## config.mk

```make
export PLATFORM = sky130hd
export DESIGN_NAME = ptic_top
export DESIGN_NICKNAME = d
export VERILOG_FILES = /design/src/ptic_pkg.sv /design/src/ptic_top.sv
export SDC_FILE = /design/constraint.sdc
export NUM_CORES = 2
export LEC_CHECK = 0
export CORE_UTILIZATION = 54
export CTS_CLUSTER_DIAMETER = 120
export DETAILED_ROUTE_END_ITERATION = 16
export DONT_BUFFER_PORTS = 1
export GPL_ROUTABILITY_DRIVEN = 1
export PLACE_DENSITY = 0.81
export SLEW_MARGIN = 20
export SYNTH_ARGS = -nofsm -noshare
export SYNTH_HDL_FRONTEND = slang
export SYNTH_SLANG_ARGS = --single-unit
export TNS_END_PERCENT = 10
```

## constraint.sdc

```tcl
create_clock -name mclk_in -period 27.3 [get_ports mclk_in]
set_input_delay 2.73 -clock mclk_in [delete_from_list [all_inputs] [get_ports mclk_in]]
set_output_delay 2.73 -clock mclk_in [all_outputs]
set_load 0.01 [all_outputs]
```

## src/ptic_pkg.sv

```systemverilog
// Constants shared by the paired timer and input capture block
package ptic_pkg;
    localparam int          ADDR_W       = 5;
    localparam int          DATA_W       = 16;
    localparam int          FIFO_DEPTH   = 4;
    localparam int          DMA_CH       = 2;
    localparam logic [4:0]  OFF_LO_CTL   = 5'h00;
    localparam logic [4:0]  OFF_UP_CTL   = 5'h01;
    localparam logic [4:0]  OFF_LO_CNT   = 5'h02;
    localparam logic [4:0]  OFF_UP_CNT   = 5'h03;
    localparam logic [4:0]  OFF_CAP_BASE = 5'h10;
    localparam int          B_ON         = 15;
    localparam int          B_SIDL       = 13;
    localparam int          B_GATE       = 6;
    localparam int          B_PSH        = 5;
    localparam int          B_PSL        = 4;
    localparam int          B_PAIR       = 3;
    localparam int          B_TCS        = 1;
    localparam int          B_CSIDL      = 13;
    localparam int          B_CTMR       = 7;
    localparam int          B_CIH        = 6;
    localparam int          B_CIL        = 5;
    localparam int          B_COV        = 4;
    localparam int          B_CBNE       = 3;
    localparam logic [15:0] LO_CTL_MASK  = 16'hA07A;
    localparam logic [15:0] UP_CTL_MASK  = 16'hA072;
    localparam logic [15:0] CAP_WR_MASK  = 16'h20E7;
    localparam logic [15:0] RESET_VAL    = 16'h0000;
    localparam logic [2:0]  CM_OFF       = 3'h0;
    localparam logic [2:0]  CM_EDGE      = 3'h1;
    localparam logic [2:0]  CM_FALL      = 3'h2;
    localparam logic [2:0]  CM_RISE      = 3'h3;
    localparam logic [2:0]  CM_R4        = 3'h4;
    localparam logic [2:0]  CM_R16       = 3'h5;
    localparam logic [2:0]  CM_WAKE      = 3'h7;
    localparam logic [7:0]  PS_1         = 8'h00;
    localparam logic [7:0]  PS_8         = 8'h07;
    localparam logic [7:0]  PS_64        = 8'h3F;
    localparam logic [7:0]  PS_256       = 8'hFF;
    localparam logic [3:0]  CAP_DIV4     = 4'h3;
    localparam logic [3:0]  CAP_DIV16    = 4'hF;
endpackage

```

## src/ptic_top.sv

```systemverilog
// Paired 16/32-bit timers with input capture channels
`timescale 1ns/1ns

// Functional notes
// - Pair mode: lower on bit runs 32-bit timer
// - Unpaired: each on bit runs own timer
// - Timer idle-halt bit stops it in Idle
// - Gate accumulation only with internal clock
// - Prescale 00/01/10/11 gives 1/8/64/256
// - Pair-mode bit joins timers into 32 bits
// - Clock source 1 counts external pin rises
// - Paired: upper control bits ignored except its idle-halt bit
// - Unimplemented bits read zero, ignore writes
// - Capture event latches selected timer count
// - Mode field picks edge kind or off
// - Mode 111: rising-edge wake/interrupt in Sleep/Idle
// - Every-edge mode ignores captures-per-interrupt
// - Interrupt after 1, 2, 3 or 4 captures
// - Four-word capture FIFO per channel
// - Buffer-not-empty reads 1 while data unread
// - Overflow flag sticky, cleared only by turning channel off
// - Timebase select 1 second, 0 third timer
// - Capture idle-halt stops channel captures in Idle; wake mode ignores it
// - Only first two channels request DMA
module ptic_top #(
    parameter int NCH = 8
) (
    input  wire logic                      mclk_in,
    input  wire logic                      rst_in,
    input  wire logic [ptic_pkg::ADDR_W-1:0] addr_in,
    input  wire logic [ptic_pkg::DATA_W-1:0] wr_data_in,
    input  wire logic                      wr_en_in,
    input  wire logic                      rd_en_in,
    output logic      [ptic_pkg::DATA_W-1:0] rd_data_out,
    input  wire logic                      idle_in,
    input  wire logic                      sleep_in,
    input  wire logic                      lower_ext_clock_pin_in,
    input  wire logic                      upper_ext_clock_pin_in,
    input  wire logic                      lower_gate_in,
    input  wire logic                      upper_gate_in,
    input  wire logic [NCH-1:0]            capture_input_pin_in,
    output logic      [NCH-1:0]            cap_irq_out,
    output logic      [ptic_pkg::DMA_CH-1:0] dma_req_out,
    output logic                           wake_out
);
    import ptic_pkg::*;

    function automatic logic [7:0] tmr_limit(input logic [15:0] ctl);
        case (ctl[B_PSH:B_PSL])
            2'h3:    tmr_limit = PS_256;
            2'h2:    tmr_limit = PS_64;
            2'h1:    tmr_limit = PS_8;
            default: tmr_limit = PS_1;
        endcase
    endfunction

    function automatic logic [4:0] cap_ctl_addr(input int c);
        cap_ctl_addr = 5'(int'(OFF_CAP_BASE) + 2 * c);
    endfunction

    function automatic logic [4:0] cap_buf_addr(input int c);
        cap_buf_addr = 5'(int'(OFF_CAP_BASE) + 2 * c + 1);
    endfunction

    // Timers: index 0 is the lower (second) timer, 1 the upper (third)
    logic [15:0] ctl_q   [2];
    logic [15:0] cnt_q   [2];
    logic [7:0]  psc_q   [2];
    logic [1:0]  epin_prev_q;

    wire         pair    = ctl_q[0][B_PAIR];
    wire  [1:0]  epin    = {upper_ext_clock_pin_in, lower_ext_clock_pin_in};
    wire  [1:0]  gate    = {upper_gate_in, lower_gate_in};
    wire         ctl_wr0 = wr_en_in && addr_in == OFF_LO_CTL;
    wire         ctl_wr1 = wr_en_in && addr_in == OFF_UP_CTL;
    wire         cnt_wr0 = wr_en_in && addr_in == OFF_LO_CNT;
    wire         cnt_wr1 = wr_en_in && addr_in == OFF_UP_CNT;
    wire         lo_wrap = cnt_q[0] == 16'hFFFF;

    logic [15:0] ectl    [2];
    logic [1:0]  src_tick;
    logic [1:0]  halt;
    logic [1:0]  run;
    logic [1:0]  psc_end;

    genvar gi;
    generate
        for (gi = 0; gi < 2; gi++)
        begin : g_tmr
            // Paired upper takes every setting except its idle-halt bit from the lower control
            assign ectl[gi]     = pair ? ctl_q[0] : ctl_q[gi];
            // External clock counts rising edges; gate only on internal
            assign src_tick[gi] = ectl[gi][B_TCS] ?
                                  (epin[pair ? 0 : gi] && !epin_prev_q[pair ? 0 : gi]) :
                                  (!ectl[gi][B_GATE] || gate[pair ? 0 : gi]);
            // Paired halt honours both idle-halt bits
            assign halt[gi]     = idle_in && (ctl_q[gi][B_SIDL] ||
                                  (pair && ctl_q[1 - gi][B_SIDL]));
            assign run[gi]      = ectl[gi][B_ON] && !halt[gi];
            assign psc_end[gi]  = psc_q[gi] == tmr_limit(ectl[gi]);
        end
    endgenerate

    wire inc_lo = run[0] && src_tick[0] && psc_end[0];
    wire inc_up = pair ? (inc_lo && lo_wrap) : (run[1] && src_tick[1] && psc_end[1]);

    always_ff @(posedge mclk_in or posedge rst_in)
    begin
        if (rst_in)
        begin
            ctl_q[0]    <= RESET_VAL;
            ctl_q[1]    <= RESET_VAL;
            cnt_q[0]    <= RESET_VAL;
            cnt_q[1]    <= RESET_VAL;
            psc_q[0]    <= 8'h00;
            psc_q[1]    <= 8'h00;
            epin_prev_q <= 2'h0;
        end
        else
        begin
            epin_prev_q <= epin;
            if (ctl_wr0)
            begin
                ctl_q[0] <= wr_data_in & LO_CTL_MASK;
            end
            if (ctl_wr1)
            begin
                ctl_q[1] <= wr_data_in & UP_CTL_MASK;
            end
            for (int i = 0; i < 2; i++)
            begin
                // A control write restarts the prescaler phase
                if ((i == 0 && ctl_wr0) || (i == 1 && ctl_wr1))
                begin
                    psc_q[i] <= 8'h00;
                end
                else if (run[i] && src_tick[i])
                begin
                    psc_q[i] <= psc_end[i] ? 8'h00 : psc_q[i] + 8'h01;
                end
            end
            // A count write wins over a tick in the same cycle
            if (cnt_wr0)
            begin
                cnt_q[0] <= wr_data_in;
            end
            else if (inc_lo)
            begin
                cnt_q[0] <= cnt_q[0] + 16'h0001;
            end
            // Upper word carries from the lower when paired
            if (cnt_wr1)
            begin
                cnt_q[1] <= wr_data_in;
            end
            else if (inc_up)
            begin
                cnt_q[1] <= cnt_q[1] + 16'h0001;
            end
        end
    end

    // Capture channels
    logic [15:0] cctl_q  [NCH];

    // Fill level reaches four, so it needs one bit more than the pointers
    logic [15:0] fifo_q  [NCH][FIFO_DEPTH];
    logic [1:0]  wp_q    [NCH];
    logic [1:0]  rp_q    [NCH];
    logic [2:0]  fill_q  [NCH];

    // Edge prescaler and captures-per-interrupt counters
    logic [3:0]  pre_q   [NCH];
    logic [1:0]  icnt_q  [NCH];

    logic [NCH-1:0] ov_q;
    logic [NCH-1:0] pin_prev_q;
    logic [NCH-1:0] irq_q;
    logic [DMA_CH-1:0] dma_q;
    logic        wake_q;
    logic [15:0] rd_q;

    logic [NCH-1:0] rise;
    logic [NCH-1:0] fall;
    logic [NCH-1:0] cap_ev;
    logic [NCH-1:0] push;
    logic [NCH-1:0] ovset;
    logic [NCH-1:0] pop;
    logic [NCH-1:0] cwr;
    logic [NCH-1:0] wake_ev;
    logic [NCH-1:0] irq_ev;
    logic [15:0]    tval [NCH];
    logic [15:0]    cread [NCH];

    generate
        for (gi = 0; gi < NCH; gi++)
        begin : g_cap
            wire [2:0] mode   = cctl_q[gi][2:0];
            wire       active = !(idle_in && cctl_q[gi][B_CSIDL]);
            wire       full   = fill_q[gi] == 3'(FIFO_DEPTH);
            wire       p4     = pre_q[gi][1:0] == CAP_DIV4[1:0];
            wire       p16    = pre_q[gi] == CAP_DIV16;
            logic      ev_raw;
            // A pin already high out of reset counts as one rising edge
            assign rise[gi] = capture_input_pin_in[gi] && !pin_prev_q[gi];
            assign fall[gi] = !capture_input_pin_in[gi] && pin_prev_q[gi];
            always_comb
            begin
                case (mode)
                    CM_EDGE: ev_raw = rise[gi] || fall[gi];
                    CM_FALL: ev_raw = fall[gi];
                    CM_RISE: ev_raw = rise[gi];
                    CM_R4:   ev_raw = rise[gi] && p4;
                    CM_R16:  ev_raw = rise[gi] && p16;
                    default: ev_raw = 1'b0;
                endcase
            end
            assign cap_ev[gi]  = active && ev_raw;
            assign tval[gi]    = cctl_q[gi][B_CTMR] ? cnt_q[0] : cnt_q[1];
            assign cwr[gi]     = wr_en_in && addr_in == cap_ctl_addr(gi);
            assign pop[gi]     = rd_en_in && addr_in == cap_buf_addr(gi) &&
                                 fill_q[gi] != 3'h0;
            assign push[gi]    = cap_ev[gi] && !full;
            // Full buffer keeps old words; the new value is lost
            assign ovset[gi]   = cap_ev[gi] && full;
            // Wake mode ignores every other control bit
            assign wake_ev[gi] = mode == CM_WAKE && (sleep_in || idle_in) &&
                                 rise[gi];
            assign irq_ev[gi]  = wake_ev[gi] || (cap_ev[gi] &&
                                 (mode == CM_EDGE ||
                                  icnt_q[gi] == cctl_q[gi][B_CIH:B_CIL]));
            assign cread[gi]   = {cctl_q[gi][15:5], ov_q[gi],
                                  fill_q[gi] != 3'h0, cctl_q[gi][2:0]};
        end
    endgenerate

    always_ff @(posedge mclk_in or posedge rst_in)
    begin
        if (rst_in)
        begin
            for (int c = 0; c < NCH; c++)
            begin
                cctl_q[c] <= RESET_VAL;
                wp_q[c]   <= 2'h0;
                rp_q[c]   <= 2'h0;
                fill_q[c] <= 3'h0;
                pre_q[c]  <= 4'h0;
                icnt_q[c] <= 2'h0;
                for (int k = 0; k < FIFO_DEPTH; k++)
                begin
                    fifo_q[c][k] <= RESET_VAL;
                end
            end
            ov_q       <= '0;
            pin_prev_q <= '0;
            irq_q      <= '0;
            dma_q      <= '0;
            wake_q     <= 1'b0;
        end
        else
        begin
            pin_prev_q <= capture_input_pin_in;
            irq_q      <= irq_ev;
            wake_q     <= |wake_ev;
            // DMA requests exist only on the first channels
            dma_q      <= push[DMA_CH-1:0];
            for (int c = 0; c < NCH; c++)
            begin
                if (cwr[c])
                begin
                    cctl_q[c] <= wr_data_in & CAP_WR_MASK;
                end
                // Turning a channel off flushes it; only path to clear overflow
                if (cwr[c] && wr_data_in[2:0] == CM_OFF)
                begin
                    // An overflow in the clearing cycle still wins
                    ov_q[c]   <= ovset[c];
                    fill_q[c] <= 3'h0;
                    wp_q[c]   <= 2'h0;
                    rp_q[c]   <= 2'h0;
                    pre_q[c]  <= 4'h0;
                    icnt_q[c] <= 2'h0;
                end
                else
                begin
                    if (ovset[c])
                    begin
                        ov_q[c] <= 1'b1;
                    end
                    if (push[c])
                    begin
                        fifo_q[c][wp_q[c]] <= tval[c];
                        wp_q[c] <= wp_q[c] + 2'h1;
                    end
                    if (pop[c])
                    begin
                        rp_q[c] <= rp_q[c] + 2'h1;
                    end
                    // Push and pop together leave the fill level alone
                    if (push[c] && !pop[c])
                    begin
                        fill_q[c] <= fill_q[c] + 3'h1;
                    end
                    else if (pop[c] && !push[c])
                    begin
                        fill_q[c] <= fill_q[c] - 3'h1;
                    end
                    if (cwr[c])
                    begin
                        pre_q[c] <= 4'h0;
                    end
                    else if (rise[c] && cctl_q[c][2])
                    begin
                        pre_q[c] <= pre_q[c] + 4'h1;
                    end
                    if (cap_ev[c])
                    begin
                        icnt_q[c] <= irq_ev[c] ? 2'h0 : icnt_q[c] + 2'h1;
                    end
                end
            end
        end
    end

    // Read data mux, registered for the next cycle
    logic [15:0] rd_val;
    always_comb
    begin
        rd_val = 16'h0000;
        case (addr_in)
            OFF_LO_CTL: rd_val = ctl_q[0];
            OFF_UP_CTL: rd_val = ctl_q[1];
            OFF_LO_CNT: rd_val = cnt_q[0];
            OFF_UP_CNT: rd_val = cnt_q[1];
            default:    rd_val = 16'h0000;
        endcase
        for (int c = 0; c < NCH; c++)
        begin
            if (addr_in == cap_ctl_addr(c))
            begin
                rd_val = cread[c];
            end
            if (addr_in == cap_buf_addr(c))
            begin
                rd_val = fifo_q[c][rp_q[c]];
            end
        end
    end

    // Read data drops to zero outside the answer cycle
    always_ff @(posedge mclk_in or posedge rst_in)
    begin
        if (rst_in)
        begin
            rd_q <= 16'h0000;
        end
        else if (rd_en_in)
        begin
            rd_q <= rd_val;
        end
        else
        begin
            rd_q <= 16'h0000;
        end
    end

    assign rd_data_out = rd_q;
    assign cap_irq_out = irq_q;
    assign dma_req_out = dma_q;
    assign wake_out    = wake_q;
endmodule

```

==> Word-level counts from Yosys, hierarchy flattened <==
Cells that the tools add are included.
{ "classes": {"n_reduce_logical": 323, "bitwise": 24, "n_mux": 228, "eq_ne": 108, "addsub": 52, "order_cmp": 25} }
{ "op_table": {"columns": ["operator", "count"], "rows": [
  ["16-bit two-way mux", 54],
  ["64-bit bitwise mux", 8],
  ["16-bit binary-select mux with 2-bit select", 8],
  ["16-bit demux with 2-bit select", 8],
  ["1-bit logical AND", 169],
  ["2-bit two-way mux", 56],
  ["3-bit == test, second input constant", 32],
  ["4-bit two-way mux", 24],
  ["5-bit == test, second input constant", 16],
  ["3-bit two-way mux", 24],
  ["2-bit nonzero test", 36],
  ["3-bit nonzero test", 24],
  ["16-bit case mux with 4 select lines", 1],
  ["1-bit logical NOT", 54],
  ["2-bit by 1-bit adder with 2-bit output, second input constant", 24],
  ["3-bit by 2-bit == test with 1-bit output, second input constant", 16],
  ["3-bit greater-or-equal comparator, second input constant", 16],
  ["8-bit two-way mux", 6],
  ["2-bit inverter with 3-bit output", 16],
  ["8-bit case mux with 3 select lines", 2],
  ["1-bit case mux with 5 select lines", 8],
  ["16-bit by 1-bit adder with 16-bit output, second input constant", 2],
  ["4-bit by 1-bit adder with 4-bit output, second input constant", 8],
  ["4-bit == test, second input constant", 8],
  ["20 further kinds", 140]
]} }
{ "word_totals": {"ff_bits": 778} }

==> Longest topological paths before layout <==
{ "logic_depth": {"ltp_word": 20, "mapped_depth": 12, "depth_no_buf": 12} }

==> Worst setup path before layout <==
No wires, ideal clock.
{ "synth_timing": {"kind": "input -> register", "start": "in addr_in[3] in the netlist's numbering", "end": "reg fill_q[23] in the netlist's numbering", "stages": 9, "slack_ns": 22.180, "arrival_ns": 4.985, "setup_time_ns": 0.135, "path_cell_list": "or3b_2 -> clkbuf_1 -> nor3_1 -> nor2_1 -> fa_1 -> or2_2 -> mux2i_1 -> xnor2_1 -> nor2_1"} }
{ "synth_via": {"elab_chain_len": 7} }
{ "synth_lines": {"columns": ["item", "line_no", "rtl"], "rows": [
  ["start, declared", "ptic_top.sv:30", "input wire logic [ptic_pkg::ADDR_W-1:0] addr_in,"],
  ["5-bit == test", "ptic_top.sv:221", "assign pop[gi] = rd_en_in && addr_in == cap_buf_addr(gi) &&"],
  ["1-bit logical AND (2 in a row)", "ptic_top.sv:221", null],
  ["1-bit logical NOT", "ptic_top.sv:300", "if (push[c] && !pop[c])"],
  ["1-bit logical AND", "ptic_top.sv:300", null],
  ["3-bit two-way mux", "ptic_top.sv:300", null],
  ["3-bit two-way mux", "ptic_top.sv:274", "if (cwr[c] && wr_data_in[2:0] == CM_OFF)"],
  ["end signal, assigned by index", "ptic_top.sv:302", "fill_q[c] <= fill_q[c] + 3'h1;"],
  ["end signal, assigned by index", "ptic_top.sv:306", "fill_q[c] <= fill_q[c] - 3'h1;"],
  ["end, declared", "ptic_top.sv:170", "logic [2:0] fill_q [NCH];"]
]} }
Parallel ways exist; a longest one is shown, timed or not.
A chain may end at the register's enable or synchronous reset.

==> Final worst setup path <==
{ "layout_timing": {"start": "in addr_in[0] in the netlist's numbering", "end": "reg fifo_q[288] in the netlist's numbering"} }
{ "layout_via": {"elab_chain_len": 5} }
{ "layout_lines": {"columns": ["item", "line_no", "rtl"], "rows": [
  ["5-bit == test", "ptic_top.sv:220", "assign cwr[gi] = wr_en_in && addr_in == cap_ctl_addr(gi);"],
  ["1-bit logical AND", "ptic_top.sv:220", null],
  ["1-bit logical AND", "ptic_top.sv:274", null],
  ["1-bit inverter (no line)", null, null],
  ["2-bit AND reduction (no line)", null, null],
  ["end signal, assigned by index", "ptic_top.sv:292", "fifo_q[c][wp_q[c]] <= tval[c];"],
  ["end, declared", "ptic_top.sv:167", "logic [15:0] fifo_q [NCH][FIFO_DEPTH];"]
]} }
No other way between the ends.

==> metrics <==
status finished, final reports clean; register area share after synthesis 50.6%; # clock sinks a little under 800; Worst EP arrival around 5.8 ns; largest net degree at the start of global routing between 150 and 200; DR WL/cell ~25 um; Pwr Density about 100 nW/um2; WHS roughly 0.47 ns; final hold violations 0; Max-slew headroom 15.3%; leakage 18.1 nW; post-cts sizing count 0; crit share post-route 19.5%; final core utilization between 50 and 60%; Post-Syn Area 38500 um2; R2R cell count 7; Synth Warn # 0; Die Height about 270 um; unrepaired setup endpoints after global routing no; total CTS buffers 79; average size of a mapped cell between 10 and 15 um2; FMAX roughly 190 MHz; reg2reg setup slack around 24 ns; Site Rows 97; first-pass iteration count of the detailed router 8; CTS clock-pin slew for the worst setup and hold paths ~0.060 ns; Hold-fix buffers, CTS 0; die area 72400 um2; Mapped Cells 3774; gr usage total roughly a third; reg2reg end cnt_q[5]; skew final between 0.02 and 0.03 ns; Worst Setup Path Type primary input to flop; root buffer cell clkbuf_16; IO Pins 66; Layout area overhead 8.77%; placed insts approximately 4500; design area 41900 um2; final net count 3770; post-route insts no fill roughly 4700; critical path required time ~28 ns; H-tree depth 3; Core Region between 70000 and 80000 um2; Final Setup Violations 0; initial antenna violation count 5; Final TNS setup 0 ns; routability congestion estimate from global placement approximately 1.0; GRT overflow 0; Die Wd 269 um; max-cap violation count 0; Vias between 20000 and 30000; layout cells sized above 1 11.8%; ys flop type dfrtp_1; Worst R2R Start ctl_q[19]; peak supply drop approximately 53 uV; Initial Util between 50% and 60%; vias in the first global route 28900; DRC viols 0; Post-synth ARST share 100%; 1st-iter DRT viols about 3900; first-pass GRT wire length roughly 180 mm; Final Max Tran Viols 0; WHS Path Cells 2; Hold EP fifo_q[66]; count of cell types in the netlist between 60 and 70; CP endpoint kind flop; Worst Tran Pin Value around 1.3 ns; CTS tree built; crit path launch type primary input; Critical Path Fanout Max 100; hold_sp fifo_q[66]; final WL 116 mm; worst skew pair latency around 0.64 ns; ANT nets after route 0; Longest Clk Path Bufs 3; postcts setup bufs 0; Via density 6.42; Final min period around 5.3 ns; synthesis-stage register bit count slightly below 800; Post-synth EDFFs 0; HP Class flop to flop; placed cell area 39200 um2; detailed placement HPWL roughly 73 mm; syn nets between 3000 and 4000; I/O Buffers 0
critical path: stages:
cell and delay [ns]:
nor2b_1 0.37, nand2_1 0.38, nor2_1 0.86, nand2_1 0.36, nand4_1 0.63, buf_4 0.33
o21ai_0 0.11
where the power goes:
part	internal (W)	total [W]	switching (W)
combinational	0.000581	0.00134	0.000763
sequential	0.00156	0.00195	0.000385
clock	0.000630	0.00109	0.000458
per-stage QoR:
step	power, W	setup WS, ns
CTS	0.00434	22.14
finish	0.00438	21.99
global route	0.00459	21.73
detailed placement	0.00325	21.49
global placement	0.00317	21.59
floorplan	0.00278	2.73
sequential cells by signal (all words and copies together), names as in the netlist:
register and cells:
epin_prev_q 2, cctl_q 56, pre_q 32, cnt_q 32, icnt_q 16, psc_q 16
dma_req_out 2, wake_out 1, cap_irq_out 8, ctl_q 13, ov_q 8, fifo_q 512
rd_data_out 16, wp_q 16, rp_q 16, pin_prev_q 8, fill_q 24
worst max path at each step:
stage / from / end / slack (ns) / depth (start not counted)
2_1_floorplan: rst_in / cap_irq_out[0] / 2.73 / 1
3_3_place_gp: addr_in[2] / fifo_q[63] / 21.59 / 5
3_5_place_dp: addr_in[1] / fifo_q[63] / 21.49 / 6
4_1_cts: addr_in[1] / fifo_q[57] / 22.14 / 7
5_1_grt: addr_in[0] / fifo_q[297] / 21.73 / 8
6_report: addr_in[0] / fifo_q[288] / 21.99 / 7
final cells by class:
type | count | area [um2]
clock inverter | 20 | 228
multi-input combinational | 2666 | 17800
timing repair buffer | 76 | 653
clock buffer | 115 | 2330
inverter | 62 | 240
antenna | 8 | 20.0
fill | 5432 | 28400
sequential | 778 | 19500
tap | 940 | 1180
cells by family (layout without fill, tap and decap cells):
kind of cell,after synthesis,in the layout,synth area share (%)
fa+ha+maj,68,68,2.37
flops,778,778,50.6
simple gates,1211,1211,13.4
compound gates,878,878,12.8
buf+inv,330,273,3.39
xor+xnor,120,120,2.73
mux,389,389,14.8
other cells,0,8,0
per-layer routing:
layer	up-vias	track usage, %	wire (um)
met5	-	0	11
met4	2	24.2	9740
met3	511	9.41	14600
met2	1821	46.8	49500
met1	14600	43.3	42600
li1	13000	-	-
cell usage in the layout, fill, tap and decap left out, types with 8 or more instances in the layout:
master / instances
dfrtp_1: 778
nand2_1: 676
o21ai_0: 536
nor2_1: 258
mux2i_1: 185
a21oi_1: 164
mux4_2: 136
xnor2_1: 83
clkbuf_16: 81
nand3_1: 71
mux2_2: 68
buf_4: 67
inv_1: 60
ha_1: 60
nor3_1: 49
nand4_1: 40
xor2_1: 37
a211oi_1: 22
nand2b_1: 18
a22oi_1: 18
clkbuf_8: 18
clkbuf_1: 16
o22ai_1: 14
o21a_1: 14
a32o_1: 14
or3_1: 13
or2_2: 13
a22o_1: 13
and3_1: 12
nor2b_1: 10
nand3b_1: 10
o211ai_1: 10
a221oi_1: 9
a21oi_2: 9
diode_2: 8
and2_1: 8
fa_1: 8
Yosys cell counts (16+ instances only):
master / count / area, um2
clkbuf_1: 209 / 785
a21oi_1: 164 / 821
nand2_1: 676 / 2540
a22oi_1: 18 / 135
and3_1: 16 / 100
nand4_1: 40 / 250
xor2_1: 37 / 324
inv_1: 61 / 229
buf_1: 19 / 71.3
o21ai_0: 536 / 2680
nor2_1: 258 / 968
ha_1: 60 / 751
nand2b_1: 18 / 113
dfrtp_1: 778 / 19500
xnor2_1: 83 / 727
nand3_1: 72 / 360
mux4_2: 136 / 3060
mux2i_1: 185 / 1850
mux2_2: 68 / 766
buf_2: 37 / 185
nor3_1: 52 / 260
a211oi_1: 22 / 165
No activity file was read; power rests on OpenSTA's default activity.
